--- config.mk ---
export PLATFORM = sky130hd
export DESIGN_NAME = sadc_top
export DESIGN_NICKNAME = d
export VERILOG_FILES = /design/src/logic/sadc_pkg.sv /design/src/logic/sadc_conv_if.sv /design/src/logic/sadc_top.sv /design/src/logic/sadc_clkdiv.sv /design/src/logic/sadc_sar.sv
export VERILOG_INCLUDE_DIRS = /design/src /design/src/logic
export SDC_FILE = /design/constraint.sdc
export NUM_CORES = 1
export LEC_CHECK = 0
export ABC_AREA = 1
export BUFFER_PORTS_ARGS = -buffer_cell sky130_fd_sc_hd__buf_2
export CORE_MARGIN = 2
export CORE_UTILIZATION = 55
export DETAILED_ROUTE_END_ITERATION = 6
export GPL_TIMING_DRIVEN = 0
export PLACE_DENSITY = 0.85
export SYNTH_ARGS = -nofsm -noshare
export SYNTH_HDL_FRONTEND = slang
export SYNTH_HIERARCHICAL = 1
export SYNTH_SLANG_ARGS = --single-unit
export TNS_END_PERCENT = 1
--- constraint.sdc ---
create_clock -name clk_sys_i -period 3.3 [get_ports clk_sys_i]
set_input_delay 0.33 -clock clk_sys_i [delete_from_list [all_inputs] [get_ports clk_sys_i]]
set_output_delay 0.33 -clock clk_sys_i [all_outputs]
set_load 0.005 [all_outputs]
--- src/logic/sadc_params.svh ---
/*
 Register offsets, field positions, reset values and timing counts of
 the converter control block. Assumes inclusion by bare name only.
*/
`ifndef SADC_PARAMS_SVH
`define SADC_PARAMS_SVH
// ==========================================
// Register indexes
`define SADC_IDX_CTRL 4'h0
`define SADC_IDX_RES 4'h1
// ==========================================
// Control field positions (low bit of field)
`define SADC_B_EN 0
`define SADC_B_GO 1
`define SADC_B_CHS 2
`define SADC_B_CLK 4
`define SADC_B_ANS 6
// ==========================================
// Reset and sleep values
`define SADC_CTRL_RST 8'hFC
`define SADC_SEL_ALL 2'h3
`define SADC_RD_NONE 8'h00
`define SADC_PINS_NONE 3'h0
`define SADC_PINS_TWO 3'h4
`define SADC_PINS_TWO_ZERO 3'h5
`define SADC_PINS_ALL 3'h7
// ==========================================
// Timing counts
`define SADC_DIV16_LAST 4'hF
`define SADC_DIV8_LAST 4'h7
`define SADC_DIV4_LAST 4'h3
`define SADC_SAMPLE_END 4'h4
`define SADC_PERIODS 4'hD
`define SADC_MARK_IN 9'h100
`endif

--- src/logic/sadc_pkg.sv ---
/*
 Types shared by the converter control modules.
 Assumes sadc_params.svh supplies the numeric constants.
*/
package sadc_pkg;
   // Gray along idle, sample, convert
   typedef enum logic [1:0] {SADC_IDLE = 2'h0, SADC_SAMPLE = 2'h1, SADC_CONV = 2'h3} sadc_state_e;
   typedef enum logic [1:0] {SADC_CLK_DIV16 = 2'h0, SADC_CLK_DIV8 = 2'h1, SADC_CLK_DIV4 = 2'h2,
      SADC_CLK_OSC4 = 2'h3} sadc_clk_e;
endpackage

--- src/logic/sadc_conv_if.sv ---
/*
 Control to approximation engine signals.
 Assumes one clock shared by both ends.
*/
`timescale 1ns/1ps
interface sadc_conv_if;
   logic start;
   logic abort;
   logic tick;
   logic busy;
   logic done;
   logic sampling;
   logic [7:0] result;
   modport ctl (output start, abort, tick, input busy, done, sampling, result);
   modport sar (input start, abort, tick, output busy, done, sampling, result);
endinterface

--- src/logic/sadc_top.sv ---
/*
 Converter control top: control and result registers, sleep handling,
 pin mode decode, bit period generation and the approximation engine.
 Assumes a plain register port, synchronous pins, and an analog front end
 that samples the selected channel and compares against trial_o.
*/
// Contract
// - Each completed conversion yields an 8-bit unsigned result.
// - Clock select 00/01/10 divides core by 16/8/4; 11 is oscillator by 4.
// - A conversion that is not aborted takes thirteen bit periods.
// - Clock select changes apply only at the next start.
// - Pin select 00 none, 01 two, 10 two and zero, 11 all three.
// - Pin select returns to 11 on any reset.
// - Selected pins are analog with digital output off, enable or not.
// - Channel select 00/01/10 picks input zero/one/two; 11 the reference.
// - Channel writes during a conversion apply after it ends.
// - Writing go starts a conversion; hardware clears it at the end.
// - Clearing go mid-conversion stops at once, keeping the partial result.
// - Go cannot be set while enable is zero.
// - Timing comes only from the core clock; nothing runs in sleep.
// - Sleep clears go and enable, sets clock and channel to 11.
// - After reset or wake all selects read 11, go and enable zero.
// - Result holds through sampling, then clears to zero.
// - Marker shifts in, bits resolve MSB first; nine shifts finish.
// - After abort the marker position tells how many bits resolved.
// - Enable zero powers the converter down.
`timescale 1ns/1ps
`include "sadc_params.svh"
module sadc_top
   import sadc_pkg::*;
#(
   parameter int ADDR_W = 4
)
(
   input wire logic clk_sys_i,
   input wire logic rst_n_i,
   input wire logic [ADDR_W-1:0] reg_addr_i,
   input wire logic [7:0] reg_wdata_i,
   input wire logic reg_we_i,
   input wire logic reg_re_i,
   output logic [7:0] reg_rdata_o,
   input wire logic sleep_i,
   input wire logic int_osc_i,
   input wire logic cmp_i,
   output logic [7:0] trial_o,
   output logic sample_o,
   output logic [1:0] chan_sel_o,
   output logic [2:0] analog_en_o,
   output logic power_on_o
);
   // ==========================================
   // Declarations
   sadc_conv_if cv ();
   logic [1:0] pin_sel;
   logic [1:0] clk_sel;
   logic [1:0] clk_act;
   logic [1:0] chan_wr;
   logic [1:0] chan_act;
   logic go;
   logic enable;
   logic sleep_q;
   logic entering;
   logic waking;
   logic wr_ctrl;
   logic wd_go;
   logic wd_en;
   logic [7:0] ctrl_rd;
   logic tick;
   logic [3:0] tick_n;

   // ==========================================
   // Bus decode
   // Writes are dropped while asleep since the core is halted
   assign wr_ctrl = reg_we_i & (reg_addr_i == ADDR_W'(`SADC_IDX_CTRL)) & ~sleep_i;
   assign wd_go = reg_wdata_i[`SADC_B_GO];
   assign wd_en = reg_wdata_i[`SADC_B_EN];
   assign entering = sleep_i & ~sleep_q;
   assign waking = ~sleep_i & sleep_q;
   assign ctrl_rd = {pin_sel, clk_sel, chan_wr, go, enable};

   // Start needs enable held and written; a restart may ride on completion
   assign cv.start = wr_ctrl & wd_go & wd_en & enable & (~go | cv.done);
   // Software clear, power down or sleep all stop a running conversion
   assign cv.abort = cv.busy & (entering | (wr_ctrl & (~wd_go | ~wd_en)));

   // ==========================================
   // Sleep edge history
   always_ff @(posedge clk_sys_i or negedge rst_n_i)
   begin
      if (!rst_n_i)
         sleep_q <= 1'b0;
      else
         sleep_q <= sleep_i;
   end

   // ==========================================
   // Control register
   // Pin select survives sleep but not wake or reset
   always_ff @(posedge clk_sys_i or negedge rst_n_i)
   begin
      if (!rst_n_i)
         pin_sel <= 2'(`SADC_CTRL_RST >> `SADC_B_ANS);
      else if (waking)
         pin_sel <= `SADC_SEL_ALL;
      else if (wr_ctrl)
         pin_sel <= reg_wdata_i[`SADC_B_ANS +: 2];
   end

   // Clock select as software sees it
   always_ff @(posedge clk_sys_i or negedge rst_n_i)
   begin
      if (!rst_n_i)
         clk_sel <= `SADC_SEL_ALL;
      else if (entering | waking)
         clk_sel <= `SADC_SEL_ALL;
      else if (wr_ctrl)
         clk_sel <= reg_wdata_i[`SADC_B_CLK +: 2];
   end

   // Clock source in use, captured only at a start
   always_ff @(posedge clk_sys_i or negedge rst_n_i)
   begin
      if (!rst_n_i)
         clk_act <= `SADC_SEL_ALL;
      else if (cv.start)
         clk_act <= reg_wdata_i[`SADC_B_CLK +: 2];
   end

   // Channel select as written
   always_ff @(posedge clk_sys_i or negedge rst_n_i)
   begin
      if (!rst_n_i)
         chan_wr <= `SADC_SEL_ALL;
      else if (entering | waking)
         chan_wr <= `SADC_SEL_ALL;
      else if (wr_ctrl)
         chan_wr <= reg_wdata_i[`SADC_B_CHS +: 2];
   end

   // Channel in use; frozen while a conversion runs
   always_ff @(posedge clk_sys_i or negedge rst_n_i)
   begin
      if (!rst_n_i)
         chan_act <= `SADC_SEL_ALL;
      else if (entering | waking)
         chan_act <= `SADC_SEL_ALL;
      else if (wr_ctrl & (~cv.busy | cv.done))
         chan_act <= reg_wdata_i[`SADC_B_CHS +: 2];
      else if (~cv.busy)
         chan_act <= chan_wr;
   end

   // Go flag: a start in the completion cycle wins over the clear
   always_ff @(posedge clk_sys_i or negedge rst_n_i)
   begin
      if (!rst_n_i)
         go <= 1'b0;
      else if (entering | waking)
         go <= 1'b0;
      else if (cv.start)
         go <= 1'b1;
      else if (wr_ctrl & (~wd_go | ~wd_en))
         go <= 1'b0;
      else if (cv.done)
         go <= 1'b0;
   end

   // Enable bit
   always_ff @(posedge clk_sys_i or negedge rst_n_i)
   begin
      if (!rst_n_i)
         enable <= 1'b0;
      else if (entering | waking)
         enable <= 1'b0;
      else if (wr_ctrl)
         enable <= wd_en;
   end

   // ==========================================
   // Read port: data stand one cycle, zero otherwise
   always_ff @(posedge clk_sys_i or negedge rst_n_i)
   begin
      if (!rst_n_i)
         reg_rdata_o <= `SADC_RD_NONE;
      else if (reg_re_i && (reg_addr_i == ADDR_W'(`SADC_IDX_CTRL)))
         reg_rdata_o <= ctrl_rd;
      else if (reg_re_i && (reg_addr_i == ADDR_W'(`SADC_IDX_RES)))
         reg_rdata_o <= cv.result;
      else
         reg_rdata_o <= `SADC_RD_NONE;
   end

   // ==========================================
   // Pin mode decode, independent of enable
   always_comb
   begin
      unique case (pin_sel)
         2'h0: analog_en_o = `SADC_PINS_NONE;
         2'h1: analog_en_o = `SADC_PINS_TWO;
         2'h2: analog_en_o = `SADC_PINS_TWO_ZERO;
         2'h3: analog_en_o = `SADC_PINS_ALL;
      endcase
   end

   // ==========================================
   // Outputs to the analog front end
   assign power_on_o = enable;
   assign chan_sel_o = chan_act;
   assign sample_o = cv.sampling;
   assign trial_o = cv.result;
   assign cv.tick = tick;

   // ==========================================
   // Bit period clock; gated off in sleep since no other clock exists
   sadc_clkdiv u_clkdiv
   (
      .clk_sys_i(clk_sys_i),
      .rst_n_i(rst_n_i),
      .restart_i(cv.start),
      .run_i(cv.busy & ~sleep_i),
      .sel_i(clk_act),
      .osc_i(int_osc_i),
      .tick_o(tick)
   );

   // ==========================================
   // Approximation engine
   sadc_sar u_sar
   (
      .clk_sys_i(clk_sys_i),
      .rst_n_i(rst_n_i),
      .cmp_i(cmp_i),
      .cv(cv.sar)
   );

   // ==========================================
   // Checks
   // Helper: bit periods seen in the current conversion
   always_ff @(posedge clk_sys_i or negedge rst_n_i)
   begin
      if (!rst_n_i)
         tick_n <= 4'h0;
      else if (cv.start)
         tick_n <= 4'h0;
      else if (tick & cv.busy)
         tick_n <= tick_n + 4'h1;
   end
endmodule // sadc_top

--- src/logic/sadc_clkdiv.sv ---
/*
 Bit period tick generator: core clock by 16, 8, 4, or oscillator edges by 4.
 Assumes the oscillator level input is synchronous to clk_sys_i.
*/
`timescale 1ns/1ps
`include "sadc_params.svh"
module sadc_clkdiv
   import sadc_pkg::*;
(
   input wire logic clk_sys_i,
   input wire logic rst_n_i,
   input wire logic restart_i,
   input wire logic run_i,
   input wire logic [1:0] sel_i,
   input wire logic osc_i,
   output logic tick_o
);
   logic [3:0] cnt;
   logic [3:0] last;
   logic osc_q;
   logic adv;
   // Divisor terminal count per source
   always_comb
   begin
      unique case (sadc_clk_e'(sel_i))
         SADC_CLK_DIV16: last = `SADC_DIV16_LAST;
         SADC_CLK_DIV8: last = `SADC_DIV8_LAST;
         SADC_CLK_DIV4: last = `SADC_DIV4_LAST;
         SADC_CLK_OSC4: last = `SADC_DIV4_LAST;
      endcase
   end
   assign adv = (sel_i == `SADC_SEL_ALL) ? (osc_i & ~osc_q) : 1'b1;
   // Oscillator edge history
   always_ff @(posedge clk_sys_i or negedge rst_n_i)
   begin
      if (!rst_n_i)
         osc_q <= 1'b0;
      else
         osc_q <= osc_i;
   end
   // Count and tick; restart aligns periods to the start
   always_ff @(posedge clk_sys_i or negedge rst_n_i)
   begin
      if (!rst_n_i)
      begin
         cnt <= 4'h0;
         tick_o <= 1'b0;
      end
      else if (restart_i)
      begin
         cnt <= 4'h0;
         tick_o <= 1'b0;
      end
      else
      begin
         tick_o <= run_i & adv & (cnt == last);
         if (run_i & adv)
            cnt <= (cnt == last) ? 4'h0 : cnt + 4'h1;
      end
   end
endmodule // sadc_clkdiv

--- src/logic/sadc_sar.sv ---
/*
 Approximation engine: sampling, clear, leading marker and bit stuffing.
 Assumes ticks arrive one per bit period and the comparator is settled.
*/
`timescale 1ns/1ps
`include "sadc_params.svh"
module sadc_sar
   import sadc_pkg::*;
(
   input wire logic clk_sys_i,
   input wire logic rst_n_i,
   input wire logic cmp_i,
   sadc_conv_if.sar cv
);
   sadc_state_e state;
   logic [3:0] cnt;
   logic [3:0] next_cnt;
   logic [8:0] work;
   logic [8:0] mark;
   assign next_cnt = cnt + 4'h1;
   assign cv.busy = state != SADC_IDLE;
   assign cv.sampling = state == SADC_SAMPLE;
   assign cv.result = work[8:1]; // Marker bit doubles as trial bit
   // Sequence: abort beats start beats tick
   always_ff @(posedge clk_sys_i or negedge rst_n_i)
   begin
      if (!rst_n_i)
         state <= SADC_IDLE;
      else if (cv.abort)
         state <= SADC_IDLE;
      else if (cv.start)
         state <= SADC_SAMPLE;
      else if (cv.tick)
      begin
         unique case (state)
            SADC_IDLE: state <= SADC_IDLE;
            SADC_SAMPLE: if (next_cnt == `SADC_SAMPLE_END) state <= SADC_CONV;
            SADC_CONV: if (next_cnt == `SADC_PERIODS) state <= SADC_IDLE;
            default: state <= SADC_IDLE;
         endcase
      end
   end
   // Bit period count
   always_ff @(posedge clk_sys_i or negedge rst_n_i)
   begin
      if (!rst_n_i)
         cnt <= 4'h0;
      else if (cv.start)
         cnt <= 4'h0;
      else if (cv.tick & cv.busy)
         cnt <= next_cnt;
   end
   // Completion pulse
   always_ff @(posedge clk_sys_i or negedge rst_n_i)
   begin
      if (!rst_n_i)
         cv.done <= 1'b0;
      else
         cv.done <= cv.tick & ~cv.abort & (state == SADC_CONV) & (next_cnt == `SADC_PERIODS);
   end
   // Result shifting; old result stands through sampling
   always_ff @(posedge clk_sys_i or negedge rst_n_i)
   begin
      if (!rst_n_i)
      begin
         work <= 9'h000;
         mark <= 9'h000;
      end
      else if (cv.start)
         mark <= 9'h000;
      else if (cv.tick & ~cv.abort)
      begin
         if ((state == SADC_SAMPLE) && (next_cnt == `SADC_SAMPLE_END))
            work <= 9'h000;
         else if ((state == SADC_CONV) && (mark == 9'h000))
         begin
            work <= `SADC_MARK_IN;
            mark <= `SADC_MARK_IN;
         end
         else if (state == SADC_CONV)
         begin
            work <= (cmp_i ? work : (work & ~mark)) | (mark >> 1);
            mark <= mark >> 1;
         end
      end
   end
endmodule // sadc_sar

==> impl_metrics.tcl, run 1 <==
set metrics [dict create \
    avgSynthCellArea_um2 8.06 \
    wl_per_cell_um 13.0 \
    finalSetupViolations 0 \
    fin_setup_tns_ns 0 \
    grt_start_max_net_pins 52 \
    fin_ws_ns 1.31 \
    ys_types 30 \
    post_cts_resized 0 \
    die_area_um2 5420 \
    final_common_cell "nand2_1" \
    min_to "u_clkdiv/osc_q" \
    timing_worst_setup_path_type "reg -> reg" \
    drive_gt1_share_pct 22.9 \
    coreArea_um2 4690 \
    critPathMaxStageDelay_ns 0.39 \
    wl_um 5630 \
    place_area_um2 2940 \
    worstMarginPinSlew_ns 1.09 \
    fmax_mhz 503 \
    crit_arrival_ns 2.23 \
    grt_use_total_pct 22.8 \
    cts_tree "done" \
    cts.sinks 51 \
    mostFrequentLayoutCells "77 x nand2_1, 56 x inv_1, 41 x dfrtp_1, 41 x buf_2, 33 x nor2_1" \
    final_core_util_pct 64.5 \
    drtIter0Drc 181 \
    r2r-end "u_sar/work[7]" \
    p_leak_nw 1.65 \
    synth_ff_type "dfrtp_1" \
    p_clk_share_pct 20.9 \
    instances_no_fill 434 \
    place_hpwl_um 4260 \
    postCtsSetupRepairBufs 0 \
    nets 403 \
    grt_pass1_wl_um 9450 \
    critPathMaxFanout 10 \
    clk-insertion-delay-late_ns 0.31 \
    fp.dieW_um 73.6 \
    reg2reg_slack_ns 1.31 \
    ys_async_sr_fraction_pct 100 \
    p_int_w 0.00108 \
    dr.pass1.iters 4 \
    fp.dieH_um 73.6 \
    max-cap-violations 0 \
    antenna_found_initial 0 \
    route.detailed.drc 0 \
    hold_viol 0 \
    p_switching_w 0.000657 \
    rows 25 \
    cts.reportedPaths.clkPinSlew_ns 0.10 \
    rsz0062_at_grt "no" \
    dp_cells 426 \
    ctsHoldBuffers 0 \
    drv_slew 0 \
    drtAntennaViolNets 0 \
    cts_root_buffer "clkbuf_8" \
    power_frac_seq_pct 48.6 \
    cts_buffer_depth 2 \
    cp-start-kind "flip-flop" \
    path_cells "inv_1 > nor3_1 > nand2_2 > inv_1 > clkbuf_1 > nor2_1 > o21ai_4 > buf_6 > nand2_1 > o21ai_2" \
    outcome "finished clean" \
    cp_slowest_cell "dfrtp_1" \
    ir_drop_mv 0.276 \
    synth_edf_count 0 \
    synthCells 331 \
    grt_pass1_vias 2152 \
    hold_depth 1 \
    yosys_warnings 6 \
    vias_per_cell 5.31 \
    crit_top_cell "inv_1" \
    numCtsBuffers 5 \
    worstRegToRegCells 10 \
    nFillCells 393 \
    power-per-cell-area_nw_per_um2 573 \
    ios 42 \
    synth-seq-area-share_pct 48.3 \
    combPwrFrac_pct 30.5 \
    yosys_register_bits 51 \
    worstHoldStart "int_osc_i" \
    num_vias 2306 \
    place_ws_ns 1.12 \
    start_util_pct 56.8 \
    slew_headroom_pct 27.5 \
    syn_to_final_growth_pct 13.6 \
    swShare_pct 37.9 \
    crit_buf_inv 4 \
    synth_nets 355 \
    worstHoldPathType "in -> reg" \
    min_period_ns 1.99 \
    grt_overflow_total 0 \
    syn-cell-area_um2 2670 \
    gp_congestion 0.867 \
    final_area_um2 3030 \
    htree_levels 2 \
    finClkSkew_ns 0.0111 \
    end_kind "flip-flop" \
    finalCritPeriodShare_pct 60.3 \
    required_ns 3.54 \
    portBuffers 41 \
    diodes 0 \
    crit_family "buffers and inverters" \
    r2r-start "power_on_o" \
]
[synth_stat cells, types with 4 or more instances]
cell type | number | area, um2
a21oi_1 | 16 | 80.1
dfrtp_1 | 41 | 1030
dfstp_2 | 10 | 263
ha_1 | 5 | 62.6
inv_1 | 56 | 210
inv_2 | 4 | 15.0
nand2_1 | 77 | 289
nand2_2 | 5 | 31.3
nand3_1 | 18 | 90.1
nand4_1 | 4 | 25.0
nor2_1 | 33 | 124
nor2_4 | 4 | 45.0
nor3_1 | 4 | 20.0
o21ai_0 | 15 | 75.1
o21ai_1 | 6 | 30.0
o22ai_1 | 11 | 68.8
[cell type report]
class,instances,area (um2),share of cell area [%]
timing repair buffer,41,205,6.78
sequential,51,1290,42.6
clock inverter,3,20.0,0.661
clock buffer,5,68.8,2.27
multi-input combinational,217,1130,37.4
buffer,3,18.8,0.620
inverter,60,225,7.44
tap,54,67.6,2.23
[worst max path at each step]
stage | startpoint | end | slack (ns) | cells after the start
4_1_cts | power_on_o | u_sar/work[7] | 1.32 | 10
6_report | power_on_o | u_sar/work[7] | 1.31 | 10
2_1_floorplan | reg_we_i | u_sar/mark[8] | 1.57 | 12
3_3_place_gp | sleep_i | u_sar/mark[4] | 1.13 | 12
5_1_grt | power_on_o | u_sar/work[8] | 1.07 | 8
3_5_place_dp | sleep_i | u_sar/mark[1] | 1.12 | 12
[registers in the layout, indices dropped and copies added, names as in the netlist, 2 cells and up]
signal / flops
chan_sel_o: 2
chan_wr: 2
u_sar/state: 2
clk_act: 2
reg_rdata_o: 8
u_sar/mark: 9
u_clkdiv/cnt: 4
u_sar/work: 8
u_sar/cnt: 4
pin_sel: 2
clk_sel: 2
[per-stage QoR]
step / power (W) / hold slack, ns
floorplan: 0.00122 / 0.0344
global placement: 0.00135 / 0.464
detailed placement: 0.00138 / 0.470
CTS: 0.00174 / 0.140
global route: 0.00186 / 0.145
finish: 0.00173 / 0.141
[worst register-to-register path, cell delays in order, from the launching register on]
cell and delay (ns):
dfrtp_1 0.39, inv_1 0.06, nor3_1 0.23, nand2_2 0.14, inv_1 0.20, clkbuf_1 0.35
nor2_1 0.14, o21ai_4 0.12, buf_6 0.17, nand2_1 0.07, o21ai_2 0.06
[metal layers]
| layer | GRT usage [%] | vias up | share of wire (%) |
|---|---|---|---|
| li1 | - | 1145 | - |
| met1 | 29.5 | 1068 | 42 |
| met2 | 38.1 | 85 | 50 |
| met3 | 4.80 | 8 | 6.6 |
| met4 | 7.47 | 0 | 1.4 |
| met5 | 0 | - | 0 |
[logic make-up after synthesis]
logic type               after synthesis  synth area share, %
AO/OA/AOI/OAI                         56                 12.3
adder cells (fa/ha/maj)                5                 2.35
XOR/XNOR                               2                0.657
flip-flops                            51                 48.3
buffers and inverters                 63                 9.15
AND/OR/NAND/NOR                      154                 27.2
[power groups by stage]
| stage | Combinational (W) | Clock (W) | Sequential, W |
|---|---|---|---|
| floorplan | 0.000391 | 0 | 0.000827 |
| global placement | 0.000499 | 0 | 0.000848 |
| global route | 0.000607 | 0.000392 | 0.000861 |
| detailed placement | 0.000527 | 0 | 0.000852 |
| CTS | 0.000530 | 0.000369 | 0.000841 |
| finish | 0.000529 | 0.000363 | 0.000842 |
(Power assumes the default switching activity.)
==> inputs of run 2 (changes only) <==
- ABC_AREA: 1 -> 0
- clock period: 3.3 -> 1.99 ns (I/O delays scaled with it)
==> impl_metrics.tcl, run 2 <==
set metrics [dict create \
    yosys_register_bits 51 \
    route.detailed.drc 0 \
    critPathMaxStageDelay_ns 0.45 \
    gp_congestion 0.804 \
    antenna_found_initial 0 \
    largest_register_ffs 9 \
    syn-cell-area_um2 2570 \
    hold_viol 0 \
    vias_per_cell 5.59 \
    reg_top3 "u_sar/mark (9), reg_rdata_o (8), u_sar/work (8)" \
    critPathMaxFanout 10 \
    finalSetupViolations 0 \
    ys_types 58 \
    fp.dieW_um 72.4 \
    avgSynthCellArea_um2 10.1 \
    instances_no_fill 356 \
    cts_root_buffer "clkbuf_8" \
    end_kind "flip-flop" \
    grt_overflow_total 0 \
    final_area_um2 2970 \
    hold_depth 1 \
    numCtsBuffers 5 \
    synthTopCellsByCount "41 x dfrtp_1, 41 x nand2_1, 22 x a21oi_1, 20 x nor2_1, 13 x mux2i_1" \
    portBuffers 40 \
    cp_slowest_cell "dfrtp_2" \
    crit_arrival_ns 2.07 \
    synth.largest_area_cell "dfrtp_1" \
    ios 42 \
    drtAntennaViolNets 0 \
    grt_pass1_vias 1875 \
    dr.pass1.iters 6 \
    drive_gt1_share_pct 29.6 \
    clk-insertion-delay-late_ns 0.30 \
    coreArea_um2 4410 \
    cts_buffer_depth 2 \
    wl_per_cell_um 14.3 \
    die_area_um2 5240 \
    multi_input_area_um2 1170 \
    worstHoldStart "int_osc_i" \
    timing_worst_setup_path_type "reg -> reg" \
    finClkSkew_ns 0.00916 \
    mostFrequentLayoutCells "41 x nand2_1, 41 x buf_2, 40 x dfrtp_1" \
    diodes 0 \
    r2r-end "u_sar/work[1]" \
    worstSetupStartpoint "u_sar/state[1]" \
    cts.reportedPaths.clkPinSlew_ns 0.09 \
    dp_cells 347 \
    regMostFlops "u_sar/mark" \
    nFillCells 337 \
    rows 24 \
    synth_top_area_share_pct 39.9 \
    place_hpwl_um 3720 \
    path_cells "or2_4 > o21a_1 > clkbuf_2 > nor2_2 > o2111a_2 > buf_4 > o31ai_1 > o2bb2ai_1" \
    syn_to_final_growth_pct 15.3 \
    outcome "finished clean" \
    finalCritPeriodShare_pct 94.6 \
    max-cap-violations 0 \
    min_to "u_clkdiv/osc_q" \
    synth-seq-area-share_pct 50.1 \
    synth_ff_type "dfrtp_1" \
    cts_tree "done" \
    fin_setup_tns_ns 0 \
    slew_headroom_pct 28.6 \
    ir_drop_mv 0.408 \
    power-per-cell-area_nw_per_um2 697 \
    htree_levels 2 \
    ys_async_sr_fraction_pct 100 \
    ctsHoldBuffers 0 \
    drtIter0Drc 161 \
    worstMarginPinSlew_ns 1.07 \
    cts.sinks 51 \
    synthCells 255 \
    synth_edf_count 0 \
    r2r-start "u_sar/state[1]" \
    wl_um 5100 \
    rsz0062_at_grt "no" \
    place_area_um2 2840 \
    nets 327 \
    grt_start_max_net_pins 52 \
    reg2reg_slack_ns 0.11 \
    min_period_ns 1.88 \
    fmax_mhz 531 \
    grt_pass1_wl_um 8560 \
    synth_nets 279 \
    worstHoldPathType "in -> reg" \
    required_ns 2.18 \
    drv_slew 0 \
    fp.dieH_um 72.4 \
    cp-start-kind "flip-flop" \
    worstRegToRegCells 8 \
    synth_area_leaders "dfrtp_1 40%, dfstp_2 10%, nand2_1 6.0%, mux2i_1 5.1%, a21oi_1 4.3%" \
    start_util_pct 58.2 \
    yosys_warnings 6 \
    register_area_um2 1290 \
    final_core_util_pct 67.2 \
    num_vias 1989 \
    grt_use_total_pct 21.0 \
    p_leak_nw 1.44 \
]
[run 2: cell types whose count changed after synthesis, moves of 9 or more]
cell     previous run  this run
nor2_1             33        20
o21ai_0            15         2
inv_1              56        12
nand3_1            18         8
nor2b_1             0         9
mux2i_1             0        13
nand2_1            77        41
[run 2: report_power, final]
group | switching, W | total (W) | leakage (nW) | internal (W)
sequential | 0.0000559 | 0.00114 | 0.622 | 0.00109
combinational | 0.000116 | 0.000211 | 0.757 | 0.0000944
clock | 0.000337 | 0.000712 | 0.0581 | 0.000374
total | 0.000510 | 0.00207 | 1.44 | 0.00156
[run 2: layout make-up]
class / count / area share, %
repair buffers: 41 / 7.00
multi-input cells: 183 / 39.6
flip-flops and latches: 51 / 43.5
clock inverters: 3 / 1.48
clock buffers: 5 / 2.32
inverters: 12 / 1.52
well taps: 52 / 2.19
plain buffers: 9 / 2.36
[run 2: metal layers]
metal / vias to the layer above / global-route usage [%] / wire [um]
li1: 974 / - / -
met1: 947 / 27.1 / 2230
met2: 59 / 35.2 / 2500
met3: 9 / 4.58 / 285
met4: 0 / 7.41 / 83
met5: - / 0 / 0
[run 2: critical path, delay by kind of cell (launching register included)]
family | cells | cell delay (ns)
AND/OR/NAND/NOR | 2 | 0.42
buffers and inverters | 2 | 0.33
flip-flops | 1 | 0.45
AO/OA/AOI/OAI | 4 | 0.56
[run 2: worst max-delay path by stage]
stage | endpoint | slack (ns) | cells after the start
after floorplan | u_sar/work[1] | 0.15 | 11
after global placement | u_sar/work[3] | -0.16 | 11
after detailed placement | u_sar/work[6] | -0.16 | 11
after CTS | u_sar/work[1] | 0.06 | 9
after global routing | u_sar/work[1] | 0.007 | 8
final | u_sar/work[1] | 0.11 | 8
[run 2: per-stage QoR]
step           power [W]  hold slack [ns]  worst slack (ns)
2_1_floorplan    0.00128          -0.0966             0.150
3_3_place_gp     0.00136            0.327            -0.155
3_5_place_dp     0.00137            0.334            -0.157
4_1_cts          0.00208           0.0239            0.0608
5_1_grt          0.00217           0.0195           0.00731
6_report         0.00207           0.0261             0.107
[run 2: kinds of logic (layout without fill, tap and decap cells)]
kind of cell               count (synthesis)  count (layout)  synth area share (%)
buffers and inverters                     21              70                  4.48
muxes                                     15              15                  6.23
DFF                                       51              51                  50.1
and+or+nand+nor                          109             109                  22.3
xor gates and xnor gates                   4               4                  1.36
AOI/OAI and AO/OA                         50              50                  13.1
adders and majority gates                  5               5                  2.43
[run 2: timing repair]
item,CTS,global route
gates resized for setup,1,3
setup buffers,0,1
pin swaps,0,1
setup endpoints to repair,1,6
